<file path="src/design/ntbdw_pkg.sv">
package ntbdw_pkg;

  // register byte offsets inside the bridge control space
  localparam logic [15:0] OFF_W2_SETUP = 16'h000c;
  localparam logic [15:0] OFF_W3_TBASE = 16'h0010;
  localparam logic [15:0] OFF_W3_SETUP = 16'h0014;
  localparam logic [15:0] OFF_W3_UPPER = 16'h0018;

  // setup register fields
  localparam int TYPE_SEL_BIT  = 0;
  localparam int ADDR_TYPE_LSB = 1;
  localparam int ADDR_TYPE_MSB = 2;
  localparam int PREFETCH_BIT  = 3;
  localparam int SIZE_LSB      = 12;
  localparam int SIZE_MSB      = 30;
  localparam int ENABLE_BIT    = 31;

  // translated base and upper setup fields
  localparam int TBASE_LSB       = 12;
  localparam int UPPER_SIZE_MSB  = 30;
  localparam int UPPER_ENABLE_BIT = 31;

  localparam logic [1:0] ADDR_TYPE_32 = 2'h0;
  localparam logic [1:0] ADDR_TYPE_64 = 2'h1;

  localparam logic [31:0] SETUP_RESET = 32'h0000_0000;
  localparam logic [31:0] TBASE_RESET = 32'h0000_0000;
  localparam logic [31:0] UPPER_RESET = 32'h0000_0000;

  // ones mark the bits that can hold a written value
  localparam logic [31:0] SETUP_WMASK = 32'hffff_f00e;
  localparam logic [31:0] TBASE_WMASK = 32'hffff_f000;
  localparam logic [31:0] UPPER_WMASK = 32'hffff_ffff;

  typedef enum logic [1:0] {
    PORT_NONE,
    PORT_PRI,
    PORT_SEC
  } ntbdw_port_type;

endpackage

</file>
<file path="src/design/ntbdw_field_reg.sv">
`timescale 1ns/10ps
module ntbdw_field_reg #(
  parameter logic [31:0] WMASK = 32'hffff_ffff,
  parameter logic [31:0] RESET = 32'h0000_0000
) (
  input  wire logic        clk,
  input  wire logic        rst,
  input  wire logic        wr_en,
  input  wire logic [3:0]  be,
  input  wire logic [31:0] wdata,
  output logic      [31:0] q
);

  logic [31:0] val_q;
  logic [31:0] val_d;

  // bits outside the mask never change, so they keep reading zero
  always_comb begin
    val_d = val_q;
    for (int i = 0; i < 4; i++) begin
      if (wr_en && be[i]) begin
        val_d[8*i +: 8] = (wdata[8*i +: 8] & WMASK[8*i +: 8]) |
                          (val_q[8*i +: 8] & ~WMASK[8*i +: 8]);
      end
    end
  end

  always_ff @(posedge clk or posedge rst) begin
    if (rst) begin
      val_q <= RESET & WMASK;
    end else begin
      val_q <= val_d;
    end
  end

  assign q = val_q;

endmodule

</file>
<file path="src/design/ntbdw_top.sv">
`timescale 1ns/10ps
// What this block does
// [RL1] setup bit 0 reads zero, memory space
// [RL2] bits 2:1 pick 32/64-bit, bit 3 prefetch
// [RL3] size bits 30:12 mask base address writability
// [RL4] setup bit 31 enables the window decode
// [RL5] window 3 translated base in bits 31:12
// [RL6] translate only the decoded address bits
// [RL7] upper setup bits 30:0 mask upper base
// [RL8] upper setup bit 31 enables 64-bit base
// [RL9] secondary-writable fields: writable only from secondary
// [RL10] both bridge ports reach these registers
// [RL11] reserved bits read zero, ignore writes
module ntbdw_top #(
  parameter int ADDR_W = 12
) (
  input  wire logic              clk,
  input  wire logic              rst,
  input  wire logic              pri_req,
  input  wire logic              pri_write,
  input  wire logic [ADDR_W-1:0] pri_addr,
  input  wire logic [3:0]        pri_be,
  input  wire logic [31:0]       pri_wdata,
  output logic      [31:0]       pri_rdata,
  output logic                   pri_ack,
  input  wire logic              sec_req,
  input  wire logic              sec_write,
  input  wire logic [ADDR_W-1:0] sec_addr,
  input  wire logic [3:0]        sec_be,
  input  wire logic [31:0]       sec_wdata,
  output logic      [31:0]       sec_rdata,
  output logic                   sec_ack,
  output logic      [31:0]       w2_bar_wmask,
  output logic                   w2_enable,
  output logic                   w2_addr64,
  output logic                   w2_prefetch,
  output logic      [31:0]       w3_bar_wmask,
  output logic                   w3_enable,
  output logic                   w3_addr64,
  output logic                   w3_prefetch,
  output logic      [31:0]       w3_upper_wmask,
  output logic                   w3_upper_enable,
  input  wire logic              xl_valid,
  input  wire logic [31:0]       xl_addr_lo,
  input  wire logic [31:0]       xl_addr_hi,
  input  wire logic [31:0]       w3_base_lo,
  input  wire logic [31:0]       w3_base_hi,
  output logic                   xl_done,
  output logic                   xl_hit,
  output logic      [31:0]       xl_addr_out
);

  // the decode needs the dword index and at most a 16-bit offset space
  if (ADDR_W < 5 || ADDR_W > 16) begin : gen_addr_w_check
    $error("ADDR_W must lie between 5 and 16");
  end

  ntbdw_pkg::ntbdw_port_type grant;

  logic              sel_write;
  logic [ADDR_W-1:0] sel_addr;
  logic [3:0]        sel_be;
  logic [31:0]       sel_wdata;
  logic              hit_w2s;
  logic              hit_w3t;
  logic              hit_w3s;
  logic              hit_w3u;
  logic              from_sec;
  logic [31:0]       w2_setup;
  logic [31:0]       w3_tbase;
  logic [31:0]       w3_setup;
  logic [31:0]       w3_upper;
  logic [31:0]       rd_mux;

  logic        pri_ack_q;
  logic        pri_ack_d;
  logic        sec_ack_q;
  logic        sec_ack_d;
  logic [31:0] pri_rdata_q;
  logic [31:0] pri_rdata_d;
  logic [31:0] sec_rdata_q;
  logic [31:0] sec_rdata_d;

  // a port that was just answered is not taken again in the answer cycle,
  // so a requester holding its request until the ack never doubles up
  // [RL10] primary first
  always_comb begin
    if (pri_req && !pri_ack_q) begin
      grant = ntbdw_pkg::PORT_PRI;
    end else if (sec_req && !sec_ack_q) begin
      grant = ntbdw_pkg::PORT_SEC;
    end else begin
      grant = ntbdw_pkg::PORT_NONE;
    end
  end

  always_comb begin
    sel_write = 1'b0;
    sel_addr  = '0;
    sel_be    = 4'h0;
    sel_wdata = 32'h0000_0000;
    from_sec  = 1'b0;
    unique case (grant)
      ntbdw_pkg::PORT_PRI: begin
        sel_write = pri_write;
        sel_addr  = pri_addr;
        sel_be    = pri_be;
        sel_wdata = pri_wdata;
      end
      ntbdw_pkg::PORT_SEC: begin
        sel_write = sec_write;
        sel_addr  = sec_addr;
        sel_be    = sec_be;
        sel_wdata = sec_wdata;
        from_sec  = 1'b1;
      end
      ntbdw_pkg::PORT_NONE: begin
        sel_write = 1'b0;
      end
      default: begin
        sel_write = 1'b0;
      end
    endcase
  end

  // dword decode; byte lanes come from the enables
  always_comb begin
    hit_w2s = (grant != ntbdw_pkg::PORT_NONE) &&
              (sel_addr[ADDR_W-1:2] == (ADDR_W-2)'(ntbdw_pkg::OFF_W2_SETUP >> 2));
    hit_w3t = (grant != ntbdw_pkg::PORT_NONE) &&
              (sel_addr[ADDR_W-1:2] == (ADDR_W-2)'(ntbdw_pkg::OFF_W3_TBASE >> 2));
    hit_w3s = (grant != ntbdw_pkg::PORT_NONE) &&
              (sel_addr[ADDR_W-1:2] == (ADDR_W-2)'(ntbdw_pkg::OFF_W3_SETUP >> 2));
    hit_w3u = (grant != ntbdw_pkg::PORT_NONE) &&
              (sel_addr[ADDR_W-1:2] == (ADDR_W-2)'(ntbdw_pkg::OFF_W3_UPPER >> 2));
  end

  // [RL1] type bit never stored
  // [RL9] setup written from secondary only
  ntbdw_field_reg #(
    .WMASK (ntbdw_pkg::SETUP_WMASK),
    .RESET (ntbdw_pkg::SETUP_RESET)
  ) u_w2_setup (
    .clk   (clk),
    .rst   (rst),
    .wr_en (sel_write && hit_w2s && from_sec),
    .be    (sel_be),
    .wdata (sel_wdata),
    .q     (w2_setup)
  );

  // [RL5] translated base store
  ntbdw_field_reg #(
    .WMASK (ntbdw_pkg::TBASE_WMASK),
    .RESET (ntbdw_pkg::TBASE_RESET)
  ) u_w3_tbase (
    .clk   (clk),
    .rst   (rst),
    .wr_en (sel_write && hit_w3t),
    .be    (sel_be),
    .wdata (sel_wdata),
    .q     (w3_tbase)
  );

  // [RL9] setup written from secondary only
  ntbdw_field_reg #(
    .WMASK (ntbdw_pkg::SETUP_WMASK),
    .RESET (ntbdw_pkg::SETUP_RESET)
  ) u_w3_setup (
    .clk   (clk),
    .rst   (rst),
    .wr_en (sel_write && hit_w3s && from_sec),
    .be    (sel_be),
    .wdata (sel_wdata),
    .q     (w3_setup)
  );

  // [RL7] upper mask, writable from both
  ntbdw_field_reg #(
    .WMASK (ntbdw_pkg::UPPER_WMASK),
    .RESET (ntbdw_pkg::UPPER_RESET)
  ) u_w3_upper (
    .clk   (clk),
    .rst   (rst),
    .wr_en (sel_write && hit_w3u),
    .be    (sel_be),
    .wdata (sel_wdata),
    .q     (w3_upper)
  );

  // [RL11] unmapped and reserved read zero
  always_comb begin
    rd_mux = 32'h0000_0000;
    if (hit_w2s) begin
      rd_mux = w2_setup;
    end else if (hit_w3t) begin
      rd_mux = w3_tbase;
    end else if (hit_w3s) begin
      rd_mux = w3_setup;
    end else if (hit_w3u) begin
      rd_mux = w3_upper;
    end
  end

  // answer one cycle after the request is taken; writes return zero data
  always_comb begin
    pri_ack_d   = (grant == ntbdw_pkg::PORT_PRI);
    sec_ack_d   = (grant == ntbdw_pkg::PORT_SEC);
    pri_rdata_d = pri_rdata_q;
    sec_rdata_d = sec_rdata_q;
    if (pri_ack_d) begin
      pri_rdata_d = sel_write ? 32'h0000_0000 : rd_mux;
    end
    if (sec_ack_d) begin
      sec_rdata_d = sel_write ? 32'h0000_0000 : rd_mux;
    end
  end

  always_ff @(posedge clk or posedge rst) begin
    if (rst) begin
      pri_ack_q   <= 1'b0;
      sec_ack_q   <= 1'b0;
      pri_rdata_q <= 32'h0000_0000;
      sec_rdata_q <= 32'h0000_0000;
    end else begin
      pri_ack_q   <= pri_ack_d;
      sec_ack_q   <= sec_ack_d;
      pri_rdata_q <= pri_rdata_d;
      sec_rdata_q <= sec_rdata_d;
    end
  end

  assign pri_ack   = pri_ack_q;
  assign sec_ack   = sec_ack_q;
  assign pri_rdata = pri_rdata_q;
  assign sec_rdata = sec_rdata_q;

  // window controls seen by the base address registers
  always_comb begin
    // [RL4] enable bits
    w2_enable = w2_setup[ntbdw_pkg::ENABLE_BIT];
    w3_enable = w3_setup[ntbdw_pkg::ENABLE_BIT];
    // [RL2] width and prefetch decode
    w2_addr64 = w2_setup[ntbdw_pkg::ADDR_TYPE_MSB:ntbdw_pkg::ADDR_TYPE_LSB]
                == ntbdw_pkg::ADDR_TYPE_64;
    w3_addr64 = w3_setup[ntbdw_pkg::ADDR_TYPE_MSB:ntbdw_pkg::ADDR_TYPE_LSB]
                == ntbdw_pkg::ADDR_TYPE_64;
    w2_prefetch = w2_setup[ntbdw_pkg::PREFETCH_BIT];
    w3_prefetch = w3_setup[ntbdw_pkg::PREFETCH_BIT];
    // [RL3] size bits as writable mask; top bit always decodes when on
    w2_bar_wmask = 32'h0000_0000;
    w3_bar_wmask = 32'h0000_0000;
    if (w2_enable) begin
      w2_bar_wmask = {1'b1, w2_setup[ntbdw_pkg::SIZE_MSB:ntbdw_pkg::SIZE_LSB], 12'h000};
    end
    if (w3_enable) begin
      w3_bar_wmask = {1'b1, w3_setup[ntbdw_pkg::SIZE_MSB:ntbdw_pkg::SIZE_LSB], 12'h000};
    end
    // [RL8] upper base enable and mask
    w3_upper_enable = w3_upper[ntbdw_pkg::UPPER_ENABLE_BIT];
    w3_upper_wmask  = 32'h0000_0000;
    if (w3_upper_enable) begin
      w3_upper_wmask = {1'b1, w3_upper[ntbdw_pkg::UPPER_SIZE_MSB:0]};
    end
  end

  // window 3 address translation, one registered stage
  logic        xl_done_q;
  logic        xl_done_d;
  logic        xl_hit_q;
  logic        xl_hit_d;
  logic [31:0] xl_addr_q;
  logic [31:0] xl_addr_d;
  logic        lo_match;
  logic        hi_match;

  always_comb begin
    // [RL4] disabled window never matches
    lo_match = w3_enable && (((xl_addr_lo ^ w3_base_lo) & w3_bar_wmask) == 32'h0000_0000);
    if (w3_addr64 && w3_upper_enable) begin
      hi_match = ((xl_addr_hi ^ w3_base_hi) & w3_upper_wmask) == 32'h0000_0000;
    end else begin
      hi_match = (xl_addr_hi == 32'h0000_0000);
    end
    xl_done_d = xl_valid;
    xl_hit_d  = xl_valid && lo_match && hi_match;
    xl_addr_d = xl_addr_q;
    if (xl_valid) begin
      // [RL6] swap decoded bits only
      xl_addr_d = xl_hit_d ? ((w3_tbase & w3_bar_wmask) | (xl_addr_lo & ~w3_bar_wmask))
                           : xl_addr_lo;
    end
  end

  always_ff @(posedge clk or posedge rst) begin
    if (rst) begin
      xl_done_q <= 1'b0;
      xl_hit_q  <= 1'b0;
      xl_addr_q <= 32'h0000_0000;
    end else begin
      xl_done_q <= xl_done_d;
      xl_hit_q  <= xl_hit_d;
      xl_addr_q <= xl_addr_d;
    end
  end

  assign xl_done     = xl_done_q;
  assign xl_hit      = xl_hit_q;
  assign xl_addr_out = xl_addr_q;

endmodule

</file>
<file path="config.mk">
export PLATFORM = sky130hd
export DESIGN_NAME = ntbdw_top
export DESIGN_NICKNAME = d
export VERILOG_FILES = /design/src/design/ntbdw_pkg.sv /design/src/design/ntbdw_field_reg.sv /design/src/design/ntbdw_top.sv
export SDC_FILE = /design/constraint.sdc
export NUM_CORES = 1
export LEC_CHECK = 0
export BUFFER_PORTS_ARGS = -buffer_cell sky130_fd_sc_hd__buf_2
export CAP_MARGIN = 0
export CORE_ASPECT_RATIO = 1.4
export CORE_MARGIN = 3
export CORE_UTILIZATION = 30
export DETAILED_ROUTE_END_ITERATION = 8
export PLACE_DENSITY_LB_ADDON = 0.3
export SYNTH_ARGS = -nofsm -noshare
export SYNTH_HDL_FRONTEND = slang
export SYNTH_SLANG_ARGS = --single-unit
</file>
<file path="constraint.sdc">
create_clock -name clk -period 21.9 [get_ports clk]
set_input_delay 6.57 -clock clk [delete_from_list [all_inputs] [get_ports clk]]
set_output_delay 6.57 -clock clk [all_outputs]
set_load 0.005 [all_outputs]
</file>
==> results by group, run 1 <==
Placement
  – DP Wirelength: 33.1 mm
  – Placer Congestion: 0.988
  – I/O Buffers: between 300 and 400

Clock tree
  – Sink Count: about 200
  – Post-CTS setup buffers: 0
  – Max clock buf depth: 2
  – Root Buffer Master: clkbuf_16
  – Clock latency on the worst-skew pair: ~0.44 ns
  – CTS tree: done
  – Clock-pin transition on the worst setup and hold timing paths: approximately 0.07 ns
  – CTS Buf Count: 17
  – # resized after CTS: 0
  – Cts-stage hold buffer count: 0
  – H-tree lvl count: 4

Floorplan
  – # IOs: roughly 430
  – DIE HEIGHT: 224 µm
  – Die area: between 0.03 and 0.04 mm²
  – Row cnt: 79
  – Core area: between 0.03 and 0.04 mm²
  – Die Wd: about 160 µm
  – Initial Util: 0.305

Setup path
  – Critical Path Most Common Cell: buf_4
  – Max FO, Critical Path: 43
  – Crit-path slowest cell: nand3b_1
  – Worst path max stage delay: about 0.57 ns
  – CP startpoint kind: primary input
  – Req. time, crit path: 22.23 ns
  – WP data arrival: slightly above 10 ns
  – Path type of the worst setup path: primary input to flop
  – Critical Path, Cell by Cell: buf_2 -> nand2b_2 -> buf_4 -> inv_2 -> buf_4 -> nand3_1 -> o31a_1 -> nor3_4 -> buf_4 -> nand3b_1 -> mux2_1
  – Crit. End Element: flop

Power and ir drop
  – Leakage power: ~6.7 nW
  – Worst vdd ir: 0.0000403 V
  – PD cells: roughly 62 mW/mm²

Synth
  – Netlist cell types: 51
  – Top FF cell, synth: dfrtp_1
  – #FFs+latches synth: ~200
  – Syn. warnings: 0
  – Synthesized area per cell: between 10 and 15 µm²
  – Mapped Cells: ~980
  – Sequential share of the synthesized area: 0.486
  – Mapped Area: between 0.01 and 0.015 mm²
  – Post-synth EDFFs: 0
  – Fraction of registers with async set/reset: 1.00

Layout
  – Most frequent cells in the layout: buf_2 (393), dfrtp_1 (198), nand2_1 (116), mux2_2 (81), o21ai_1 (68)
  – Most common cell after layout, fill and taps aside: buf_2
  – Synth-to-layout area growth: 28.8%
  – Share of cells above drive strength 1: 0.402
  – Final Util: 0.393
  – Nets: ~1,600
  – Filler Cells Inserted: ~3,400

GRT
  – First-pass GRT wire length: 62.0 mm
  – Vias in the first global route: around 9,500
  – Pin count of the biggest net entering global routing: ~120
  – Global-route usage over all layers: 0.231
  – Gr ovfl total: 0
  – Initial antenna violation count: 1

STA
  – Slew Limit Fails: 0
  – Max_slew headroom: 0.264
  – Fin. Hold Viols: 0
  – Final setup vio count: 0
  – F_max: ~0.10 GHz
  – Worst-margin pin slew: 1.10 ns
  – RSZ-0062 raised after global routing: false
  – Period utilization: 0.446
  – Period minus WS final: about 9.8 ns
  – Worst Skew: between 0.01 and 0.015 ns
  – Setup Total Neg Slack: 0 ns

Drt
  – Routed metal-1 wire length: roughly 17 mm
  – Detailed Route WL: 42.3 mm
  – Vias/cell: just over 5
  – ANT nets after route: 0
  – Met2 wire len: between 20 and 25 mm
  – Drt drc: 0
  – 1st-pass router iterations: 6
  – Starting DRT DRC Count: ~600
  – Top routing layer used: met4
  – Wire length on met3: about 2.5 mm
  – Routed len/inst: roughly 24 µm
  – Via count: approximately 9,000

Job
  – Max Cap Viol: 0

Hold path
  – Hold Path Class: flop to flop

Outcome
  – Status: finished, final reports clean
[worst max-delay path: cells and delay by family]
kind | cells | cell delay, ns
multiplexers | 1 | 0.50
buffers and inverters | 5 | 1.69
AND/OR/NAND/NOR | 4 | 1.02
AO/OA/AOI/OAI | 1 | 0.23
[cells by family (layout without fill, tap and decap cells)]
group / after synthesis / in the layout / share of synthesized area
simple gates: 261 / 261 / 0.129
xor+xnor: 52 / 52 / 0.0447
compound gates: 254 / 254 / 0.169
flops: 198 / 198 / 0.486
buf+inv: 110 / 463 / 0.0531
other cells: 1 / 25 / 0.000368
mux: 101 / 101 / 0.118
[routing by layer]
metal | GRT usage | up-vias
li1 | - | 4178
met4 | 0.0955 | 0
met5 | 0 | -
met3 | 0.0425 | 75
met2 | 0.412 | 453
met1 | 0.272 | 4567
[cells in the mapped netlist (3+ instances only)]
master / count / area, µm²
mux2_1: 4 / 45.0
nand2_1: 116 / 435
buf_1: 4 / 15.0
clkbuf_1: 43 / 161
o21ai_1: 68 / 340
nand3b_1: 5 / 37.5
mux2_2: 81 / 912
buf_2: 7 / 35.0
nor2b_1: 3 / 18.8
or3_1: 4 / 25.0
a21o_1: 23 / 173
a31oi_1: 20 / 125
a222oi_1: 3 / 30.0
o21ai_0: 6 / 30.0
xnor2_1: 20 / 175
nor2_1: 31 / 116
inv_1: 24 / 90.1
o31ai_1: 22 / 165
and2_1: 52 / 325
a21oi_1: 4 / 20.0
xor2_1: 32 / 280
nand4_1: 25 / 156
mux2_4: 16 / 240
o22ai_1: 28 / 175
dfrtp_1: 198 / 4950
a22oi_1: 45 / 338
buf_4: 27 / 203
nor4_1: 10 / 62.6
a22o_1: 27 / 236
[flip-flops by register name (all words and copies together), names as in the netlist, 20 cells and up]
signal and cells:
u_w3_upper.q 32, u_w3_setup.q 23, sec_rdata 32, pri_rdata 32, u_w2_setup.q 23, xl_addr_out 32, u_w3_tbase.q 20
[per-stage QoR]
| step | hold WS [ns] | std cells | power [W] | setup slack (ns) | cell area, µm² |
|---|---|---|---|---|---|
| floorplan | 0.469 | 1000 | 0.000425 | 9.93 | 10300 |
| global placement | 0.455 | 1767 | 0.000468 | 11.64 | 12500 |
| detailed placement | 0.472 | 1767 | 0.000469 | 11.61 | 12500 |
| CTS | 0.489 | 1798 | 0.000825 | 12.08 | 13100 |
| global route | 0.505 | 1799 | 0.000851 | 11.94 | 13100 |
| finish | 0.484 | 1799 | 0.000818 | 12.14 | 13100 |
[power breakdown]
group           total, W  switching, W  internal [W]
sequential      0.000374    0.00000294      0.000371
clock           0.000357      0.000147      0.000210
combinational  0.0000866     0.0000528     0.0000338
total           0.000818      0.000203      0.000615
[area by class of cell]
class | count | area [µm²] | share of cell area
clock inverter | 10 | 191 | 0.0146
tap | 445 | 557 | 0.0424
clock buffer | 21 | 460 | 0.0351
multi-input combinational | 692 | 4780 | 0.365
sequential | 198 | 4950 | 0.378
timing repair buffer | 405 | 2060 | 0.157
inverter | 27 | 111 | 0.00849
antenna | 1 | 2.50 | 0.000191
[path summary, 6_finish.rpt]
check | cells after the start | to | slack, ns | start
hold / removal | 2 | pri_rdata[29]$_DFFE_PP0N_ | 0.48 | pri_rdata[29]$_DFFE_PP0N_
setup reg to reg | 10 | u_w3_upper.q[13]$_DFFE_PP0P_ | 17.85 | pri_ack$_DFF_PP0_
hold reg to reg | 2 | pri_rdata[29]$_DFFE_PP0N_ | 0.48 | pri_rdata[29]$_DFFE_PP0N_
min in group asynchronous | 2 | xl_addr_out[25]$_DFFE_PP0P_ | 6.30 | rst
max in group asynchronous | 3 | sec_rdata[9]$_DFFE_PP0N_ | 14.01 | rst
setup / recovery | 11 | u_w3_upper.q[13]$_DFFE_PP0P_ | 12.14 | pri_req
(Power assumes the default switching activity.)
==> run 2: changes to the inputs <==
Settings changed: ABC_AREA set to 1.
Clock period 21.9 ns to 9.4 ns, I/O delays scaled along.
==> run 2 against run 1 <==
Effect of this change:
- area after synthesis rose by 13%
- cell area rose by 8.2%
- first-iteration DRC count rose by 34%
- sequential share of layout area fell by 2.9 points
- setup slack got worse by 8.3 ns
- combinational power rose to 3.4 times the previous value
- synthesized cell count rose by 66%
- die area rose by 12%
- worst hold slack got worse by 0.015 ns
- core utilization fell by 1.5 points
- largest cell class is now multi-input combinational cells
==> results by group, run 2 <==
Clock tree
  – Clock latency on the worst-skew pair: around 0.46 ns
  – Clock-pin transition on the worst setup and hold timing paths: about 0.08 ns
  – Sink Count: approximately 200
  – # resized after CTS: 0
  – CTS Buf Count: 17
  – H-tree lvl count: 4
  – Max clock buf depth: 2
  – Root Buffer Master: clkbuf_16
  – Post-CTS setup buffers: 0
  – Cts-stage hold buffer count: 0
  – CTS tree: done

Synth
  – Cell with the most instances after synthesis: nand2_1
  – Post-synth EDFFs: 0
  – Post-synth top cells: nand2_1 (498), inv_1 (246), dfrtp_1 (198)
  – #FFs+latches synth: approximately 200
  – Synth area leaders: dfrtp_1 (43%), nand2_1 (16%), inv_1 (8.0%)
  – Synthesized area per cell: approximately 7.1 µm²
  – Sequential share of the synthesized area: 0.432
  – Netlist cell types: 28
  – Syn. warnings: 0
  – Share of the synthesized area in the top cell type: 0.432
  – Mapped Cells: approximately 1,600
  – Mapped Area: roughly 0.011 mm²
  – Fraction of registers with async set/reset: 1.00
  – Top cell type by total area after synthesis: dfrtp_1
  – Top FF cell, synth: dfrtp_1

STA
  – Worst-margin pin slew: about 1.0 ns
  – Worst Skew: 0.0155 ns
  – Period utilization: 0.594
  – Setup Total Neg Slack: 0 ns
  – RSZ-0062 raised after global routing: false
  – F_max: 0.179 GHz
  – Slew Limit Fails: 0
  – Fin. Hold Viols: 0
  – Final setup margin: 3.81 ns
  – Period minus WS final: ~5.6 ns
  – Max_slew headroom: 0.304
  – Final setup vio count: 0

Drt
  – Detailed Route WL: roughly 43 mm
  – Vias/cell: around 4.7
  – 1st-pass router iterations: 7
  – Drt drc: 0
  – Starting DRT DRC Count: 800
  – Via count: between 10,000 and 15,000
  – Routed len/inst: roughly 18 µm
  – ANT nets after route: 0

Floorplan
  – Die Wd: approximately 170 µm
  – Initial Util: 0.305
  – Core area: roughly 0.038 mm²
  – Die area: just over 0.04 mm²
  – DIE HEIGHT: between 200 and 250 µm
  – # IOs: roughly 430
  – Row cnt: 84

GRT
  – Pin count of the biggest net entering global routing: 120
  – Vias in the first global route: approximately 11,000
  – Initial antenna violation count: 0
  – Gr ovfl total: 0
  – First-pass GRT wire length: about 64 mm
  – Global-route usage over all layers: 0.207

Job
  – Max Cap Viol: 0

Layout
  – Most common cell after layout, fill and taps aside: nand2_1
  – Nets: approximately 2,200
  – Share of cells above drive strength 1: 0.246
  – Most frequent cells in the layout: nand2_1 (498), buf_2 (393), inv_1 (245), dfrtp_1 (198), nand3_1 (147)
  – Final Util: 0.377
  – Antenna diode count: 0
  – Synth-to-layout area growth: 23.7%

Setup path
  – WP data arrival: 5.93 ns
  – RR Startpoint: pri_ack$_DFF_PP0_
  – Req. time, crit path: 9.74 ns
  – Crit. End Element: flop
  – Max FO, Critical Path: 33
  – R2R setup slack: around 5.9 ns
  – Path type of the worst setup path: primary input to flop
  – CP startpoint kind: primary input
  – Crit path from: pri_req

Power and ir drop
  – Int Pwr: roughly 0.0014 W
  – Clock network fraction of design power: 0.381
  – Switching share of power: 0.307
  – Worst vdd ir: roughly 0.00012 V
  – Leakage power: about 8.3 nW
  – Sequential Power Share: 0.468
  – Combinational power share: 0.151
  – Psw: just over 0.0006 W
  – PD cells: ~140 mW/mm²

Outcome
  – Status: finished, final reports clean

Placement
  – I/O Buffers: ~390
  – Placer Congestion: roughly 0.95
  – DP Wirelength: 34.9 mm
  – Setup WS pre-CTS: 3.35 ns

Hold path
  – Hold Path Class: flop to flop
  – Hold Startpoint: xl_addr_out[7]$_DFFE_PP0P_
[run 2: cell types whose count changed in the layout (fill, tap and decap cells not counted), moves of 20 or more]
cell	previous run	this run
inv_1	23	245
mux2_2	81	0
a22oi_1	45	0
nand3_1	2	147
o31ai_1	21	0
nand2_1	116	498
a21oi_1	4	42
and2_1	52	0
a21o_1	23	0
o22ai_1	28	0
nor2_1	31	142
a31oi_1	20	0
o21ai_0	6	68
xor2_1	32	0
[run 2: final timing paths]
check	endpoint	depth (start not counted)
worst max-delay path	u_w3_setup.q[26]$_DFFE_PP0P_	13
worst min-delay path	xl_addr_out[7]$_DFFE_PP0P_	2
worst max register to register	u_w3_setup.q[26]$_DFFE_PP0P_	11
worst min register to register	xl_addr_out[7]$_DFFE_PP0P_	2
max in group asynchronous	sec_rdata[18]$_DFFE_PP0N_	3
min in group asynchronous	xl_addr_out[11]$_DFFE_PP0P_	2
[run 2: stage by stage]
step | instance area [µm²] | std cells | hold slack, ns | power, W
6_report | 14200 | 2456 | 0.469 | 0.00197
5_1_grt | 14200 | 2456 | 0.492 | 0.00206
4_1_cts | 14200 | 2456 | 0.471 | 0.00200
3_5_place_dp | 13600 | 2424 | 0.454 | 0.00124
3_3_place_gp | 13600 | 2424 | 0.448 | 0.00123
2_1_floorplan | 11600 | 1648 | 0.459 | 0.00110
[run 2: cells by family after synthesis]
logic type,after synthesis,share of synthesized area
other,1,0.000327
and+or+nand+nor,855,0.319
DFF,198,0.432
xor gates and xnor gates,2,0.00153
buffers and inverters,351,0.135
AOI/OAI and AO/OA,218,0.112
[run 2: final cells by class]
cell class | instances | area (µm²)
repair buffers | 401 | 2030
multi-input cells | 1099 | 5070
clock buffers | 17 | 425
well taps | 473 | 592
flip-flops and latches | 198 | 4950
clock inverters | 15 | 170
fillers | 4037 | 23400
inverters | 253 | 957
[run 2: critical path, stage by stage]
cell,delay [ns]
buf_2,0.10
inv_1,0.06
nor2_4,0.53
buf_4,0.43
nor2_4,0.16
nand2_1,0.15
nand4_1,0.15
nor2_4,0.53
inv_2,0.11
nor3_4,0.30
nand2_2,0.34
nand2_1,0.17
o21ai_2,0.07
[run 2: layer usage]
metal / global-route usage / vias up / share of wire
li1: - / 5734 / -
met4: 0.0830 / 0 / 0.036
met1: 0.241 / 5301 / 0.39
met3: 0.0235 / 57 / 0.052
met2: 0.385 / 443 / 0.53
met5: 0 / - / 0
[run 2: power groups by stage]
stage | Combinational, W | Clock (W) | Sequential, W
CTS | 0.000302 | 0.000771 | 0.000924
global placement | 0.000295 | 0 | 0.000939
finish | 0.000298 | 0.000752 | 0.000923
global route | 0.000335 | 0.000799 | 0.000928
floorplan | 0.000159 | 0 | 0.000939
detailed placement | 0.000301 | 0 | 0.000941
